File: config.mk
export PLATFORM = sky130hd
export DESIGN_NAME = status_flag_aggregator
export DESIGN_NICKNAME = d
export VERILOG_FILES = /design/src/hdl/status_flag_pkg.sv /design/src/hdl/status_flag_aggregator.sv /design/src/hdl/w1c_flag_bank.sv
export SDC_FILE = /design/constraint.sdc
export NUM_CORES = 1
export LEC_CHECK = 0
export ABC_AREA = 1
export BUFFER_PORTS_ARGS = -buffer_cell sky130_fd_sc_hd__buf_2
export CAP_MARGIN = 5
export CORE_ASPECT_RATIO = 0.6
export CORE_UTILIZATION = 30
export DETAILED_ROUTE_END_ITERATION = 6
export PLACE_DENSITY = 0.61
export SLEW_MARGIN = 25
export SYNTH_ARGS = -nofsm -noshare
export SYNTH_HDL_FRONTEND = slang
export SYNTH_SLANG_ARGS = --single-unit
export TNS_END_PERCENT = 100
File: constraint.sdc
create_clock -name sys_clk -period 2.9 [get_ports sys_clk]
set_input_delay 0.145 -clock sys_clk [delete_from_list [all_inputs] [get_ports sys_clk]]
set_output_delay 0.145 -clock sys_clk [all_outputs]
set_load 0.03 [all_outputs]
File: src/hdl/status_flag_pkg.sv
// Constants, register map and carrier types of the status flag aggregator
// Summary of operation
// RULE_01 - Select bit routes readback to lane zero
// RULE_02 - Device-ok sets when busy falls after init
// RULE_03 - Corruption clears device-ok until global reset; corruption before init is ignored
// RULE_04 - Reset flag set by reset, write-one clears
// RULE_05 - Trim check error sticky, write-one clears
// RULE_06 - Register-map check error sticky, write-one clears
// RULE_07 - Host ignores map error unless checksum programmed
// RULE_08 - Bit 3 ORs the serial error register
// RULE_09 - Bit 2 ORs over and under flags
// RULE_10 - Bit 1 high while powered down
// RULE_11 - Bit 0 ORs the channel sleep register
// RULE_12 - Channel over limit sets its sticky bit
// RULE_13 - Channel under limit sets its sticky bit
// RULE_14 - Serial error register holds five sticky flags
// RULE_15 - Set beats clear; writing zero keeps flags
// RULE_16 - Read-only and reserved bits ignore writes, read zero
package status_flag_pkg;

	// Register offsets
	localparam logic [7:0] ADDR_READBACK_SEL = 8'h14;
	localparam logic [7:0] ADDR_HEALTH       = 8'h20;
	localparam logic [7:0] ADDR_OVER         = 8'h21;
	localparam logic [7:0] ADDR_UNDER        = 8'h22;

	// Reset values
	localparam logic [7:0] RST_READBACK_SEL = 8'h00;
	localparam logic [7:0] RST_HEALTH       = 8'h40;
	localparam logic [7:0] RST_CHAN_FLAGS   = 8'h00;
	localparam logic [7:0] ZERO_BYTE        = 8'h00;

	// Field positions
	localparam int BIT_LANE_ZERO   = 0;
	localparam int BIT_DEVICE_OK   = 7;
	localparam int BIT_RESET_SEEN  = 6;
	localparam int BIT_TRIM_ERR    = 5;
	localparam int BIT_MAP_ERR     = 4;
	localparam int BIT_SERIAL_SUM  = 3;
	localparam int BIT_RANGE_SUM   = 2;
	localparam int BIT_POWER_DOWN  = 1;
	localparam int BIT_SLEEP_SUM   = 0;

	// Serial error register: only these bits are implemented
	localparam logic [7:0] SERIAL_ERR_MASK = 8'h9D;

	// Number of monitored channels
	localparam int NUM_CHANNELS = 8;

	// Register write request
	typedef struct packed {
		logic       wr_en;
		logic [7:0] addr;
		logic [7:0] wdata;
	} reg_wr_t;

	// Event inputs from the converter core
	typedef struct packed {
		logic       busy;
		logic       state_corrupt;
		logic       trim_err;
		logic       map_err;
		logic       power_down;
		logic [7:0] serial_err;
		logic [7:0] sleep_bits;
		logic [7:0] over_hit;
		logic [7:0] under_hit;
	} core_evt_t;

endpackage : status_flag_pkg

File: src/hdl/status_flag_aggregator.sv
// Status register bank with readback routing and channel range flags
`timescale 1ns/1ps
module status_flag_aggregator
	import status_flag_pkg::*;
#(
	parameter int NCH = NUM_CHANNELS
) (
	// Clock and reset
	input  wire logic       sys_clk,
	input  wire logic       rstn,
	// Register access from the serial front end
	input  wire reg_wr_t    reg_wr,
	input  wire logic [7:0] rd_addr,
	output logic      [7:0] rd_data_ff,
	// Converter core events
	input  wire core_evt_t  core_evt,
	// Readback serial data and its routing
	input  wire logic       readback_bit,
	output logic            config_serial_out_pin_ff,
	output logic            conversion_output_lane_zero_ff,
	input  wire logic       conv_lane_zero_data,
	// Status summaries
	output logic            device_ok_ff,
	output logic            range_violation_summary_ff
);

	// Busy pin is asynchronous to the register logic
	typedef struct packed {
		logic [2:0] busy_sync;
		logic       busy_seen;
		logic       init_done;
		logic       readback_on_lane_zero;
		logic       device_ok;
		logic       reset_seen;
		logic       trim_err;
		logic       map_err;
		logic [7:0] serial_err;
		logic [7:0] rd_data;
		logic       cfg_out;
		logic       lane0_out;
		logic       range_sum;
	} state_t;

	// Registered and next state
	state_t st_ff;
	state_t nxt_st;

	// Channel flag bytes from the sticky banks
	logic [7:0] over_flags;
	logic [7:0] under_flags;
	// Clear strobes toward the banks
	logic [7:0] over_clr;
	logic [7:0] under_clr;

	// Decode a write to a given register
	function automatic logic wr_hit(input reg_wr_t w, input logic [7:0] a);
		return w.wr_en && (w.addr == a);
	endfunction : wr_hit

	// Assemble the health byte from live state
	function automatic logic [7:0] health_byte(input state_t s, input logic [7:0] ov,
		input logic [7:0] un, input core_evt_t e);
		logic [7:0] b;
		b = ZERO_BYTE;
		b[BIT_DEVICE_OK]  = s.device_ok;
		b[BIT_RESET_SEEN] = s.reset_seen;
		b[BIT_TRIM_ERR]   = s.trim_err;
		b[BIT_MAP_ERR]    = s.map_err;
		// RULE_08 serial error summary
		b[BIT_SERIAL_SUM] = |s.serial_err;
		// RULE_09 range summary
		b[BIT_RANGE_SUM]  = |{ov, un};
		// RULE_10 power down level
		b[BIT_POWER_DOWN] = e.power_down;
		// RULE_11 sleep summary
		b[BIT_SLEEP_SUM]  = |e.sleep_bits;
		return b;
	endfunction : health_byte

	// RULE_13 underrange sticky flags
	w1c_flag_bank #(.WIDTH(NCH)) u_under (
		.sys_clk  (sys_clk),
		.rstn     (rstn),
		.set_bits (core_evt.under_hit),
		.clr_bits (under_clr),
		.flags_ff (under_flags)
	);

	// RULE_12 overrange sticky flags
	w1c_flag_bank #(.WIDTH(NCH)) u_over (
		.sys_clk  (sys_clk),
		.rstn     (rstn),
		.set_bits (core_evt.over_hit),
		.clr_bits (over_clr),
		.flags_ff (over_flags)
	);

	// Clear strobes: only a write of one clears a flag
	always_comb begin
		over_clr  = wr_hit(reg_wr, ADDR_OVER)  ? reg_wr.wdata : ZERO_BYTE;
		under_clr = wr_hit(reg_wr, ADDR_UNDER) ? reg_wr.wdata : ZERO_BYTE;
	end

	// Next state of all control and status bits
	always_comb begin
		logic hw_wr;
		logic [7:0] wd;
		hw_wr  = wr_hit(reg_wr, ADDR_HEALTH);
		wd     = reg_wr.wdata;
		nxt_st = st_ff;
		// Three-stage busy synchroniser
		nxt_st.busy_sync = {st_ff.busy_sync[1:0], core_evt.busy};
		if (st_ff.busy_sync[1] == st_ff.busy_sync[2] && st_ff.busy_sync[2]) begin
			nxt_st.busy_seen = 1'b1;
		end
		// RULE_02 ok at busy fall
		if (!st_ff.init_done && st_ff.busy_seen
			&& st_ff.busy_sync[1] == st_ff.busy_sync[2] && !st_ff.busy_sync[2]) begin
			nxt_st.init_done = 1'b1;
			nxt_st.device_ok = 1'b1;
		end
		// RULE_03 corruption after init latches error
		if (st_ff.init_done && core_evt.state_corrupt) begin
			nxt_st.device_ok = 1'b0;
		end
		// RULE_04 reset flag clears
		if (hw_wr && wd[BIT_RESET_SEEN]) begin
			nxt_st.reset_seen = 1'b0;
		end
		// RULE_05 trim error sticky
		nxt_st.trim_err = (st_ff.trim_err & ~(hw_wr & wd[BIT_TRIM_ERR])) | core_evt.trim_err;
		// RULE_06 map error sticky
		nxt_st.map_err = (st_ff.map_err & ~(hw_wr & wd[BIT_MAP_ERR])) | core_evt.map_err;
		// RULE_14 serial error flags
		nxt_st.serial_err = (st_ff.serial_err | core_evt.serial_err) & SERIAL_ERR_MASK;
		// RULE_16 only the select bit is writable
		if (wr_hit(reg_wr, ADDR_READBACK_SEL)) begin
			nxt_st.readback_on_lane_zero = wd[BIT_LANE_ZERO];
		end
		// RULE_01 route readback data
		nxt_st.cfg_out   = st_ff.readback_on_lane_zero ? 1'b0 : readback_bit;
		nxt_st.lane0_out = st_ff.readback_on_lane_zero ? readback_bit : conv_lane_zero_data;
		nxt_st.range_sum = |{over_flags, under_flags};
		// Read mux; unmapped addresses read zero
		unique case (rd_addr)
			ADDR_READBACK_SEL: begin
				nxt_st.rd_data = {7'h00, st_ff.readback_on_lane_zero};
			end
			ADDR_HEALTH: begin
				nxt_st.rd_data = health_byte(st_ff, over_flags, under_flags, core_evt);
			end
			ADDR_OVER: begin
				nxt_st.rd_data = over_flags;
			end
			ADDR_UNDER: begin
				nxt_st.rd_data = under_flags;
			end
			default: begin
				nxt_st.rd_data = ZERO_BYTE;
			end
		endcase
	end

	// State register; reset marks that a reset happened
	always_ff @(posedge sys_clk or negedge rstn) begin
		if (!rstn) begin
			st_ff            <= '0;
			st_ff.reset_seen <= RST_HEALTH[BIT_RESET_SEEN];
			st_ff.readback_on_lane_zero <= RST_READBACK_SEL[BIT_LANE_ZERO];
		end else begin
			st_ff <= nxt_st;
		end
	end

	// Outputs straight from flip-flops
	assign rd_data_ff                     = st_ff.rd_data;
	assign config_serial_out_pin_ff       = st_ff.cfg_out;
	assign conversion_output_lane_zero_ff = st_ff.lane0_out;
	assign device_ok_ff                   = st_ff.device_ok;
	assign range_violation_summary_ff     = st_ff.range_sum;

	// RULE_01 idle pin when lane zero
	a_lane_route: assert property (@(posedge sys_clk) disable iff (!rstn)
		st_ff.readback_on_lane_zero |=> !config_serial_out_pin_ff)
		else $error("config pin active while routed to lane zero"); // RULE_01
	// RULE_02 ok only after init
	a_ok_after_init: assert property (@(posedge sys_clk) disable iff (!rstn)
		device_ok_ff |-> st_ff.init_done)
		else $error("device ok before init"); // RULE_02
	// RULE_03 error persists
	a_ok_stays_low: assert property (@(posedge sys_clk) disable iff (!rstn)
		$fell(device_ok_ff) |=> !device_ok_ff [*4])
		else $error("device ok recovered without reset"); // RULE_03
	// RULE_04 reset flag only clears by write
	a_reset_flag_w1c: assert property (@(posedge sys_clk) disable iff (!rstn)
		$fell(st_ff.reset_seen) |-> $past(wr_hit(reg_wr, ADDR_HEALTH) && reg_wr.wdata[BIT_RESET_SEEN]))
		else $error("reset flag cleared without write"); // RULE_04
	// RULE_05 trim error sets
	a_trim_sets: assert property (@(posedge sys_clk) disable iff (!rstn)
		core_evt.trim_err |=> st_ff.trim_err)
		else $error("trim error not captured"); // RULE_05
	// RULE_06 map error sets
	a_map_sets: assert property (@(posedge sys_clk) disable iff (!rstn)
		core_evt.map_err |=> st_ff.map_err)
		else $error("map error not captured"); // RULE_06
	// RULE_09 range summary follows flags
	a_range_sum: assert property (@(posedge sys_clk) disable iff (!rstn)
		(|{over_flags, under_flags}) |=> range_violation_summary_ff)
		else $error("range summary missed"); // RULE_09
	// RULE_16 reserved bits read zero
	a_sel_reserved: assert property (@(posedge sys_clk) disable iff (!rstn)
		(rd_addr == ADDR_READBACK_SEL) |=> (rd_data_ff[7:1] == 7'h00))
		else $error("reserved select bits nonzero"); // RULE_16
	// RULE_14 unimplemented serial bits stay clear
	a_serial_mask: assert property (@(posedge sys_clk) disable iff (!rstn)
		(st_ff.serial_err & ~SERIAL_ERR_MASK) == ZERO_BYTE)
		else $error("unimplemented serial error bit set"); // RULE_14

	// Main scenarios
	c_init_done: cover property (@(posedge sys_clk) disable iff (!rstn) $rose(device_ok_ff));
	c_corrupt:   cover property (@(posedge sys_clk) disable iff (!rstn) $fell(device_ok_ff));
	c_lane_zero: cover property (@(posedge sys_clk) disable iff (!rstn) $rose(st_ff.readback_on_lane_zero));
	c_over_clr:  cover property (@(posedge sys_clk) disable iff (!rstn) $fell(|over_flags));

endmodule : status_flag_aggregator

File: src/hdl/w1c_flag_bank.sv
// Sticky write-one-to-clear flag byte with set priority
`timescale 1ns/1ps
module w1c_flag_bank
	import status_flag_pkg::*;
#(
	parameter int WIDTH = 8
) (
	// Clock and reset
	input  wire logic             sys_clk,
	input  wire logic             rstn,
	// Set events and clear strobes
	input  wire logic [WIDTH-1:0] set_bits,
	input  wire logic [WIDTH-1:0] clr_bits,
	// Registered flags
	output logic      [WIDTH-1:0] flags_ff
);

	// Next flag value
	logic [WIDTH-1:0] nxt_flags;

	// RULE_15 set wins clear
	always_comb begin
		nxt_flags = (flags_ff & ~clr_bits) | set_bits;
	end

	// Flag register
	always_ff @(posedge sys_clk or negedge rstn) begin
		if (!rstn) begin
			flags_ff <= '0;
		end else begin
			flags_ff <= nxt_flags;
		end
	end

	// RULE_15 set has priority
	a_set_beats_clr: assert property (@(posedge sys_clk) disable iff (!rstn)
		(set_bits != '0) |=> ((flags_ff & $past(set_bits)) == $past(set_bits)))
		else $error("set event lost"); // RULE_15

	// RULE_15 zero write keeps
	a_hold_no_clr: assert property (@(posedge sys_clk) disable iff (!rstn)
		(clr_bits == '0) |=> ((flags_ff & $past(flags_ff)) == $past(flags_ff)))
		else $error("flag dropped without clear"); // RULE_15

endmodule : w1c_flag_bank

==> impl_metrics.tcl, run 1 <==
set metrics [dict create \
    tritoncts "built" \
    grt_overflow 0 \
    power.density_mw_per_mm2 481.5 \
    critical-path-max-stage-delay_ps 380 \
    most-common-layout-cells "nand2_1 (74), buf_2 (73), nand3_1 (46), inv_1 (45), dfrtp_1 (41)" \
    clockBufferDepth 2 \
    worst_slew_pin_slew_ps 536.2 \
    ant_nets 0 \
    hold_violations 0 \
    route.detailed.wl_per_inst_um 11.16 \
    register_area_mm2 0.001052 \
    drt-total-wl_um 4722 \
    ys_seq_area_frac 0.5091 \
    clk-insertion-delay-late_ps 280 \
    synth-warning-count 0 \
    initial_core_util 0.3096 \
    avgSynthCellArea_um2 7.889 \
    worstPathRequired_ps 3100 \
    setup_viol 0 \
    via_per_inst 4.213 \
    cap_viol_max_count 0 \
    numCtsBuffers 5 \
    num_io_pins 78 \
    antenna_found_initial 0 \
    reg2regPathDepth 4 \
    first_iter_violations 77 \
    yosys-top-cells-area "dfrtp_1 (50%), nand2_1 (13%), nand3_1 (11%)" \
    critPathKind "reg2reg" \
    cp-end-kind "register" \
    hold_path.class "in2reg" \
    crit_arrival_ps 1280 \
    cts.sinks 42 \
    grt_pass1_vias 1753 \
    hpwlAfterDp_um 3604 \
    startpoint "st_ff[28]" \
    synth_fp_nets 329 \
    die_area_mm2 0.007237 \
    drc 0 \
    yosysTopAreaCell "dfrtp_1" \
    cts_hold_buf 1 \
    crit_buf_inv 0 \
    hold_start "core_evt[1]" \
    finalNetCount 402 \
    cts.reportedPaths.clkPinSlew_ps 60 \
    final_core_util 0.3937 \
    firstDrtPassIters 4 \
    r2r_start "st_ff[28]" \
    area_growth_pct 27.18 \
    core-area_mm2 0.006676 \
    ir_drop_uv 202.9 \
    max_freq_mhz 924.7 \
    synth_seq_cells 42 \
    netlist.area_leader.share 0.4964 \
    nFillCells 703 \
    crit_slowest_cell "dfrtp_1" \
    htree_levels 2 \
    max_slew_margin 0.6425 \
    synthCells 262 \
    layout_commonest_cell "nand2_1" \
    routabilityCongestion 0.7661 \
    cts_setup_buffers 0 \
    path_max_fanout 2 \
    drive_above_1_share 0.2887 \
    finalCritPeriodShare 0.3729 \
    cp-start-kind "register" \
    multi_input_area_um2 759.5 \
    status "finished, final reports clean" \
    fin_crit_ps 1081 \
    cts-root-buf "clkbuf_16" \
    yosysUniqueCellTypes 20 \
    portBuffers 74 \
    fin_tns_setup_ps 0 \
    crit_cells 4 \
    grt_start_max_net_pins 43 \
    rsz0062_at_grt "false" \
    cts-resized-gates 0 \
    p_leak_uw 0.001405 \
    fin_skew_ps 7.229 \
    die_h_um 66.30 \
    synthesis.area_mm2 0.002067 \
    track_usage 0.1459 \
    crit_chain "ha_1 > nor2_1 > nand3_1 > a22oi_1" \
    dieWidth_um 109.2 \
    min_path_cells 3 \
    rows 23 \
    vias 1782 \
    hold_slack_ps 43.87 \
    antenna_cells 0 \
    crit_family "flip-flops" \
    slew_viol_final 0 \
    grt_pass1_wl_um 7983 \
]
==> Yosys cell counts <==
library cell	instances
dfstp_2	1
ha_1	1
nor2_1	24
or2_4	1
a22oi_1	1
nor2_2	3
nor2_8	1
nand3_1	46
inv_1	45
or2_2	6
inv_2	1
o21ai_0	1
nor3_1	1
buf_4	9
a21oi_1	1
dfrtp_1	41
nand3b_1	1
nor2_4	3
buf_8	1
nand2_1	74
==> layout make-up <==
cell class                      instances  area share
Clock buffer                            6     0.04902
Multi-Input combinational cell        164      0.2889
Tap cell                               87     0.04141
Inverter                               46     0.06568
Clock inverter                          2    0.005236
Sequential cell                        42      0.4003
Timing Repair Buffer                   76      0.1495
==> sequential cells by signal, indices dropped and copies added, names as in the netlist <==
register and count:
config_serial_out_pin_ff 1, conversion_output_lane_zero_ff 1, device_ok_ff 1, nxt_st 2, range_violation_summary_ff 1, rd_data_ff 8
st_ff 12, u_over.flags_ff 8, u_under.flags_ff 8
==> through the flow <==
step	total power [uW]	std cells	worst slack (ps)	cell area, um^2
2_1_floorplan	668.9	262	1882	2067
3_3_place_gp	735.5	413	1723	2464
3_5_place_dp	738.7	413	1703	2464
4_1_cts	1285	422	1811	2616
5_1_grt	1327	423	1731	2629
6_report	1266	423	1819	2629
==> tightest hold or removal path, cell delays in order <==
cell and delay (ps):
buf_2 70, inv_1 30, nand2_1 50
==> worst paths after layout <==
path | end | slack (ps)
worst min-delay path | u_under.flags_ff[1] | 40
max in group asynchronous | st_ff[15] | 2140
min in group asynchronous | rd_data_ff[5] | 390
worst max-delay path | device_ok_ff | 1820
worst min register to register | nxt_st[28] | 350
worst max register to register | device_ok_ff | 1820
==> kinds of logic (layout without fill, tap and decap cells) <==
| family | Yosys count | after routing | share of synthesized area |
|---|---|---|---|
| AOI/OAI and AO/OA | 3 | 3 | 0.008471 |
| buffers and inverters | 56 | 130 | 0.1235 |
| adders and majority gates | 1 | 1 | 0.006052 |
| DFF | 42 | 42 | 0.5091 |
| and+or+nand+nor | 160 | 160 | 0.3529 |
==> routing by layer <==
| layer | vias up | global-route usage | part of all wire |
|---|---|---|---|
| li1 | 931 | - | - |
| met1 | 793 | 0.1944 | 0.49 |
| met2 | 52 | 0.2288 | 0.42 |
| met3 | 6 | 0.03842 | 0.084 |
| met4 | 0 | 0.04899 | 0.0097 |
| met5 | - | 0 | 0 |
==> power by group <==
| group | leakage (uW) | total [uW] | switching, uW | internal, uW |
|---|---|---|---|---|
| clock | 0.0000708 | 538 | 219 | 319 |
| combinational | 0.000898 | 123 | 71.5 | 51.0 |
| sequential | 0.000436 | 605 | 7.29 | 598 |
| total | 0.00141 | 1270 | 298 | 968 |
Power figures use the tool's default switching activity.
==> run 2: changes to the inputs <==
PLACE_DENSITY = 0.63   (was 0.61)
clock period = 0.9 ns   (was 2.9 ns; I/O delays follow)
==> impl_metrics.tcl, run 2 (synthesized netlist as in run 1, its figures left out) <==
set metrics [dict create \
    p_total_uw 4501 \
    cts.reportedPaths.clkPinSlew_ps 60 \
    crit_family "flip-flops" \
    die_area_mm2 0.007237 \
    rows 23 \
    final_core_util 0.4783 \
    via_per_inst 4.206 \
    drive_above_1_share 0.3368 \
    firstDrtPassIters 4 \
    ant_nets 0 \
    regMostFlops "st_ff" \
    clockBufferDepth 2 \
    drt-total-wl_um 5271 \
    grt_pass1_wl_um 8618 \
    portBuffers 74 \
    layout_commonest_cell "nand2_1" \
    hold_violations 0 \
    route.detailed.wl_per_inst_um 11.07 \
    crit_arrival_ps 1280 \
    critPathKind "reg2reg" \
    first_iter_violations 68 \
    vias 2002 \
    max_freq_mhz 934.4 \
    status "complete, but fails checks" \
    worstPathRequired_ps 1110 \
    finalCritPeriodShare 1.189 \
    violations "negative setup slack" \
    p_leak_uw 0.001663 \
    power.density_mw_per_mm2 1410 \
    setup_slack_ps -170.3 \
    numCtsBuffers 5 \
    finalNetCount 455 \
    crit_buf_inv 0 \
    grt_start_max_net_pins 36 \
    setup_viol 5 \
    clk-insertion-delay-late_ps 280 \
    cap_viol_max_count 0 \
    die_h_um 66.30 \
    dpl_cell_area_mm2 0.002689 \
    fin_crit_ps 1070 \
    ir_drop_uv 721.4 \
    design_area_mm2 0.003193 \
    cp-end-kind "register" \
    track_usage 0.1605 \
    startpoint "nxt_st[28]" \
    grt_pass1_vias 1915 \
    tritoncts "built" \
    num_io_pins 78 \
    htree_levels 2 \
    dieWidth_um 109.2 \
    hold_start "reg_wr[0]" \
    path_max_fanout 2 \
    worst_slew_pin_slew_ps 262.7 \
    routabilityCongestion 0.8088 \
    r2r_start "nxt_st[28]" \
    dp_cells 439 \
    crit_chain "ha_4 > nor2_4 > nand3_2 > a22oi_2" \
    cts-root-buf "clkbuf_16" \
    slew_viol_final 0 \
    fin_skew_ps 5.024 \
    drc 0 \
    antenna_found_initial 0 \
    initial_core_util 0.3096 \
    grt_overflow 0 \
    cp-start-kind "register" \
    instances_no_fill 476 \
    core-area_mm2 0.006676 \
    critical-path-max-stage-delay_ps 410 \
    cts.sinks 42 \
    hpwlAfterDp_um 4004 \
    most-common-layout-cells "nand2_1 (74), buf_2 (71), inv_1 (45), nand3_1 (45), dfrtp_1 (41)" \
    hold_path.class "in2reg" \
    rsz0062_at_grt "true" \
    crit_slowest_cell "dfrtp_1" \
    max_slew_margin 0.8249 \
    antenna_cells 0 \
    area_growth_pct 54.48 \
    largest_reg_flops 12 \
]
run 2: cell types whose count changed in the layout (fill, tap and decap cells not counted), moves of 3 or more:
cell | before | now
buf_4 | 1 | 25
buf_6 | 0 | 3
dlygate4sd3_1 | 2 | 28
nor2_1 | 24 | 21
run 2: metal layers:
metal	routed length [um]	global-route usage
met5	0	0
met3	313	0.03547
met2	2211	0.2453
met4	45	0.05405
met1	2700	0.2232
run 2: worst reg2reg max path, delay by kind of cell, from the launching register on:
kind	cells	cell delay, ps
fa+ha+maj	1	260
flops	1	410
simple gates	2	170
compound gates	1	140
run 2: path summary, 6_finish.rpt:
check | end | slack (ps) | cells past startpoint
worst max-delay path | device_ok_ff | -170 | 4
worst min-delay path | st_ff[23] | 30 | 3
worst max register to register | device_ok_ff | -170 | 4
worst min register to register | nxt_st[28] | 350 | 0
max in group asynchronous | rd_data_ff[0] | 310 | 3
min in group asynchronous | rd_data_ff[5] | 140 | 2
run 2: final cells by class:
class,count,area (um^2)
fillers,673,3483
flip-flops and latches,42,1052
repair buffers,129,897.1
multi-input cells,164,797.0
inverters,46,172.7
clock buffers,5,125.1
well taps,87,108.9
clock inverters,3,40.04
run 2: through the flow:
| step | setup slack [ps] | TNS, ps | hold WS [ps] |
|---|---|---|---|
| floorplan | -99.71 | -129.1 | -250.6 |
| global placement | -142.5 | -2358 | -82.66 |
| detailed placement | -157.8 | -2710 | -82.80 |
| CTS | -139.2 | -335.3 | 5.064 |
| global route | -226.0 | -664.7 | 55.50 |
| finish | -170.3 | -381.1 | 25.33 |
run 2: power by group:
group	internal [uW]	switching [uW]	total (uW)
clock network	1300	697	1990
registers	1930	30.6	1960
logic	282	266	549
total	3510	994	4500
run 2: what timing repair did:
item	CTS	global route
setup buffers	0	1
endpoints found under the hold margin	69	0
resized for setup	4	12
hold buffers	28	0
setup endpoints to repair	5	9
pin swaps	4	9
==> run 3: changes to the inputs <==
BUFFER_PORTS_ARGS = unset   (was -buffer_cell sky130_fd_sc_hd__buf_2)
DONT_BUFFER_PORTS = 1   (was unset)
PLACE_DENSITY = 0.45   (was 0.63)
==> impl_metrics.tcl, run 3 (synthesized netlist as in run 1, its figures left out) <==
set metrics [dict create \
    status "complete, but fails checks" \
    violations "negative hold slack, negative setup slack" \
    regMostFlops "st_ff" \
    p_total_uw 4391 \
    core-area_mm2 0.006676 \
    cp-start-kind "register" \
    antenna_found_initial 0 \
    r2r_start "nxt_st[28]" \
    rr_endpoint "device_ok_ff" \
    grt_overflow 0 \
    pre_cts_slack_ps -164.5 \
    firstDrtPassIters 4 \
    rows 23 \
    routabilityCongestion 0.7394 \
    slew_viol_final 0 \
    setup_slack_ps -143.3 \
    route.detailed.wl_per_inst_um 12.70 \
    startpoint "nxt_st[28]" \
    design_area_mm2 0.002922 \
    grt_pass1_wl_um 8059 \
    worstPathRequired_ps 1100 \
    critPathKind "reg2reg" \
    setup_viol 4 \
    cap_viol_max_count 0 \
    largest_reg_flops 12 \
    area_growth_pct 41.34 \
    initial_core_util 0.3096 \
    dieWidth_um 109.2 \
    drt-total-wl_um 5205 \
    vias 1731 \
    grt_pass1_vias 1608 \
    max_freq_mhz 958.5 \
    dpl_cell_area_mm2 0.002288 \
    antenna_cells 0 \
    endpoint "device_ok_ff" \
    power.density_mw_per_mm2 1503 \
    cts.sinks 42 \
    worst_slew_pin_slew_ps 333.4 \
    via_per_inst 4.222 \
    path_max_fanout 2 \
    die_h_um 66.30 \
    tritoncts "built" \
    rrSetupSlack_ps -140 \
    max_slew_margin 0.7779 \
    final_core_util 0.4376 \
    cts_hold_buf 37 \
    finalNetCount 389 \
    die_area_mm2 0.007237 \
    drive_above_1_share 0.1920 \
    numCtsBuffers 5 \
    cp-end-kind "register" \
    drc 0 \
    clockBufferDepth 2 \
    hpwlAfterDp_um 3712 \
    finalCritPeriodShare 1.159 \
    fin_crit_ps 1043 \
    fin_skew_ps 5.121 \
    cts.reportedPaths.clkPinSlew_ps 60 \
    portBuffers 0 \
    crit_slowest_cell "dfrtp_1" \
    hold_path.class "in2async" \
    ant_nets 0 \
    most-common-layout-cells "nand2_1 (73), inv_1 (45), dfrtp_1 (41), nand3_1 (40), dlygate4sd3_1 (37)" \
    first_iter_violations 75 \
    hold_violations 42 \
    clk-insertion-delay-late_ps 280 \
    grt_start_max_net_pins 43 \
    crit_chain "ha_4 > nor2_4 > nand3_2 > a22oi_1" \
    layout_commonest_cell "nand2_1" \
    ir_drop_uv 1142 \
    reg2regPathDepth 4 \
    htree_levels 2 \
    fin_tns_setup_ps -273.4 \
    crit_arrival_ps 1250 \
    cts-root-buf "clkbuf_16" \
    hold_slack_ps -550.5 \
    track_usage 0.1509 \
    critical-path-max-stage-delay_ps 410 \
    rsz0062_at_grt "true" \
    num_io_pins 78 \
    p_leak_uw 0.001399 \
]
run 3: where the power goes:
| group | internal [uW] | total, uW | switching [uW] |
|---|---|---|---|
| Combinational | 199 | 368 | 170 |
| Clock | 1310 | 2050 | 741 |
| Sequential | 1930 | 1970 | 44.1 |
| Total | 3440 | 4390 | 954 |
run 3: worst max-delay path: cells and delay by family (launching register included):
| family | cells | cell delay (ps) |
|---|---|---|
| AO/OA/AOI/OAI | 1 | 150 |
| flip-flops | 1 | 410 |
| adder cells (fa/ha/maj) | 1 | 260 |
| AND/OR/NAND/NOR | 2 | 150 |
run 3: repair_timing:
item / 4_1_cts / 5_1_grt
gates cloned: 0 / 0
pin swaps: 8 / 12
setup endpoints to repair: 4 / 8
resized for setup: 5 / 11
buffers inserted: 1 / 3
endpoints found under the hold margin: 72 / 42
run 3: worst min-delay path by stage:
stage	from	endpoint	slack, ps	cells past startpoint
final	rstn	st_ff[11]	-550	0
after global routing	rstn	st_ff[11]	-560	0
after CTS	rstn	st_ff[11]	-550	0
after detailed placement	rstn	st_ff[11]	-250	0
after global placement	rstn	st_ff[11]	-250	0
after floorplan	rstn	config_serial_out_pin_ff	-250	0
run 3: routing by layer:
metal,routed length [um],global-route usage,vias up
li1,-,-,910
met5,0,0,-
met4,65,0.05068,0
met3,357,0.04729,7
met2,2060,0.2044,50
met1,2721,0.2212,764
run 3: area by class of cell:
cell class	instances	area [um^2]
fill	690	3755
tap	87	108.9
clock buffer	6	128.9
timing repair buffer	63	594.3
multi-input combinational	164	827.0
clock inverter	2	37.54
sequential	42	1052
inverter	46	172.7
run 3: stage by stage:
| stage | hold WS, ps | instances |
|---|---|---|
| CTS | -554.8 | 407 |
| floorplan | -250.6 | 262 |
| global placement | -249.9 | 361 |
| global route | -560.4 | 410 |
| finish | -550.5 | 410 |
| detailed placement | -249.9 | 361 |
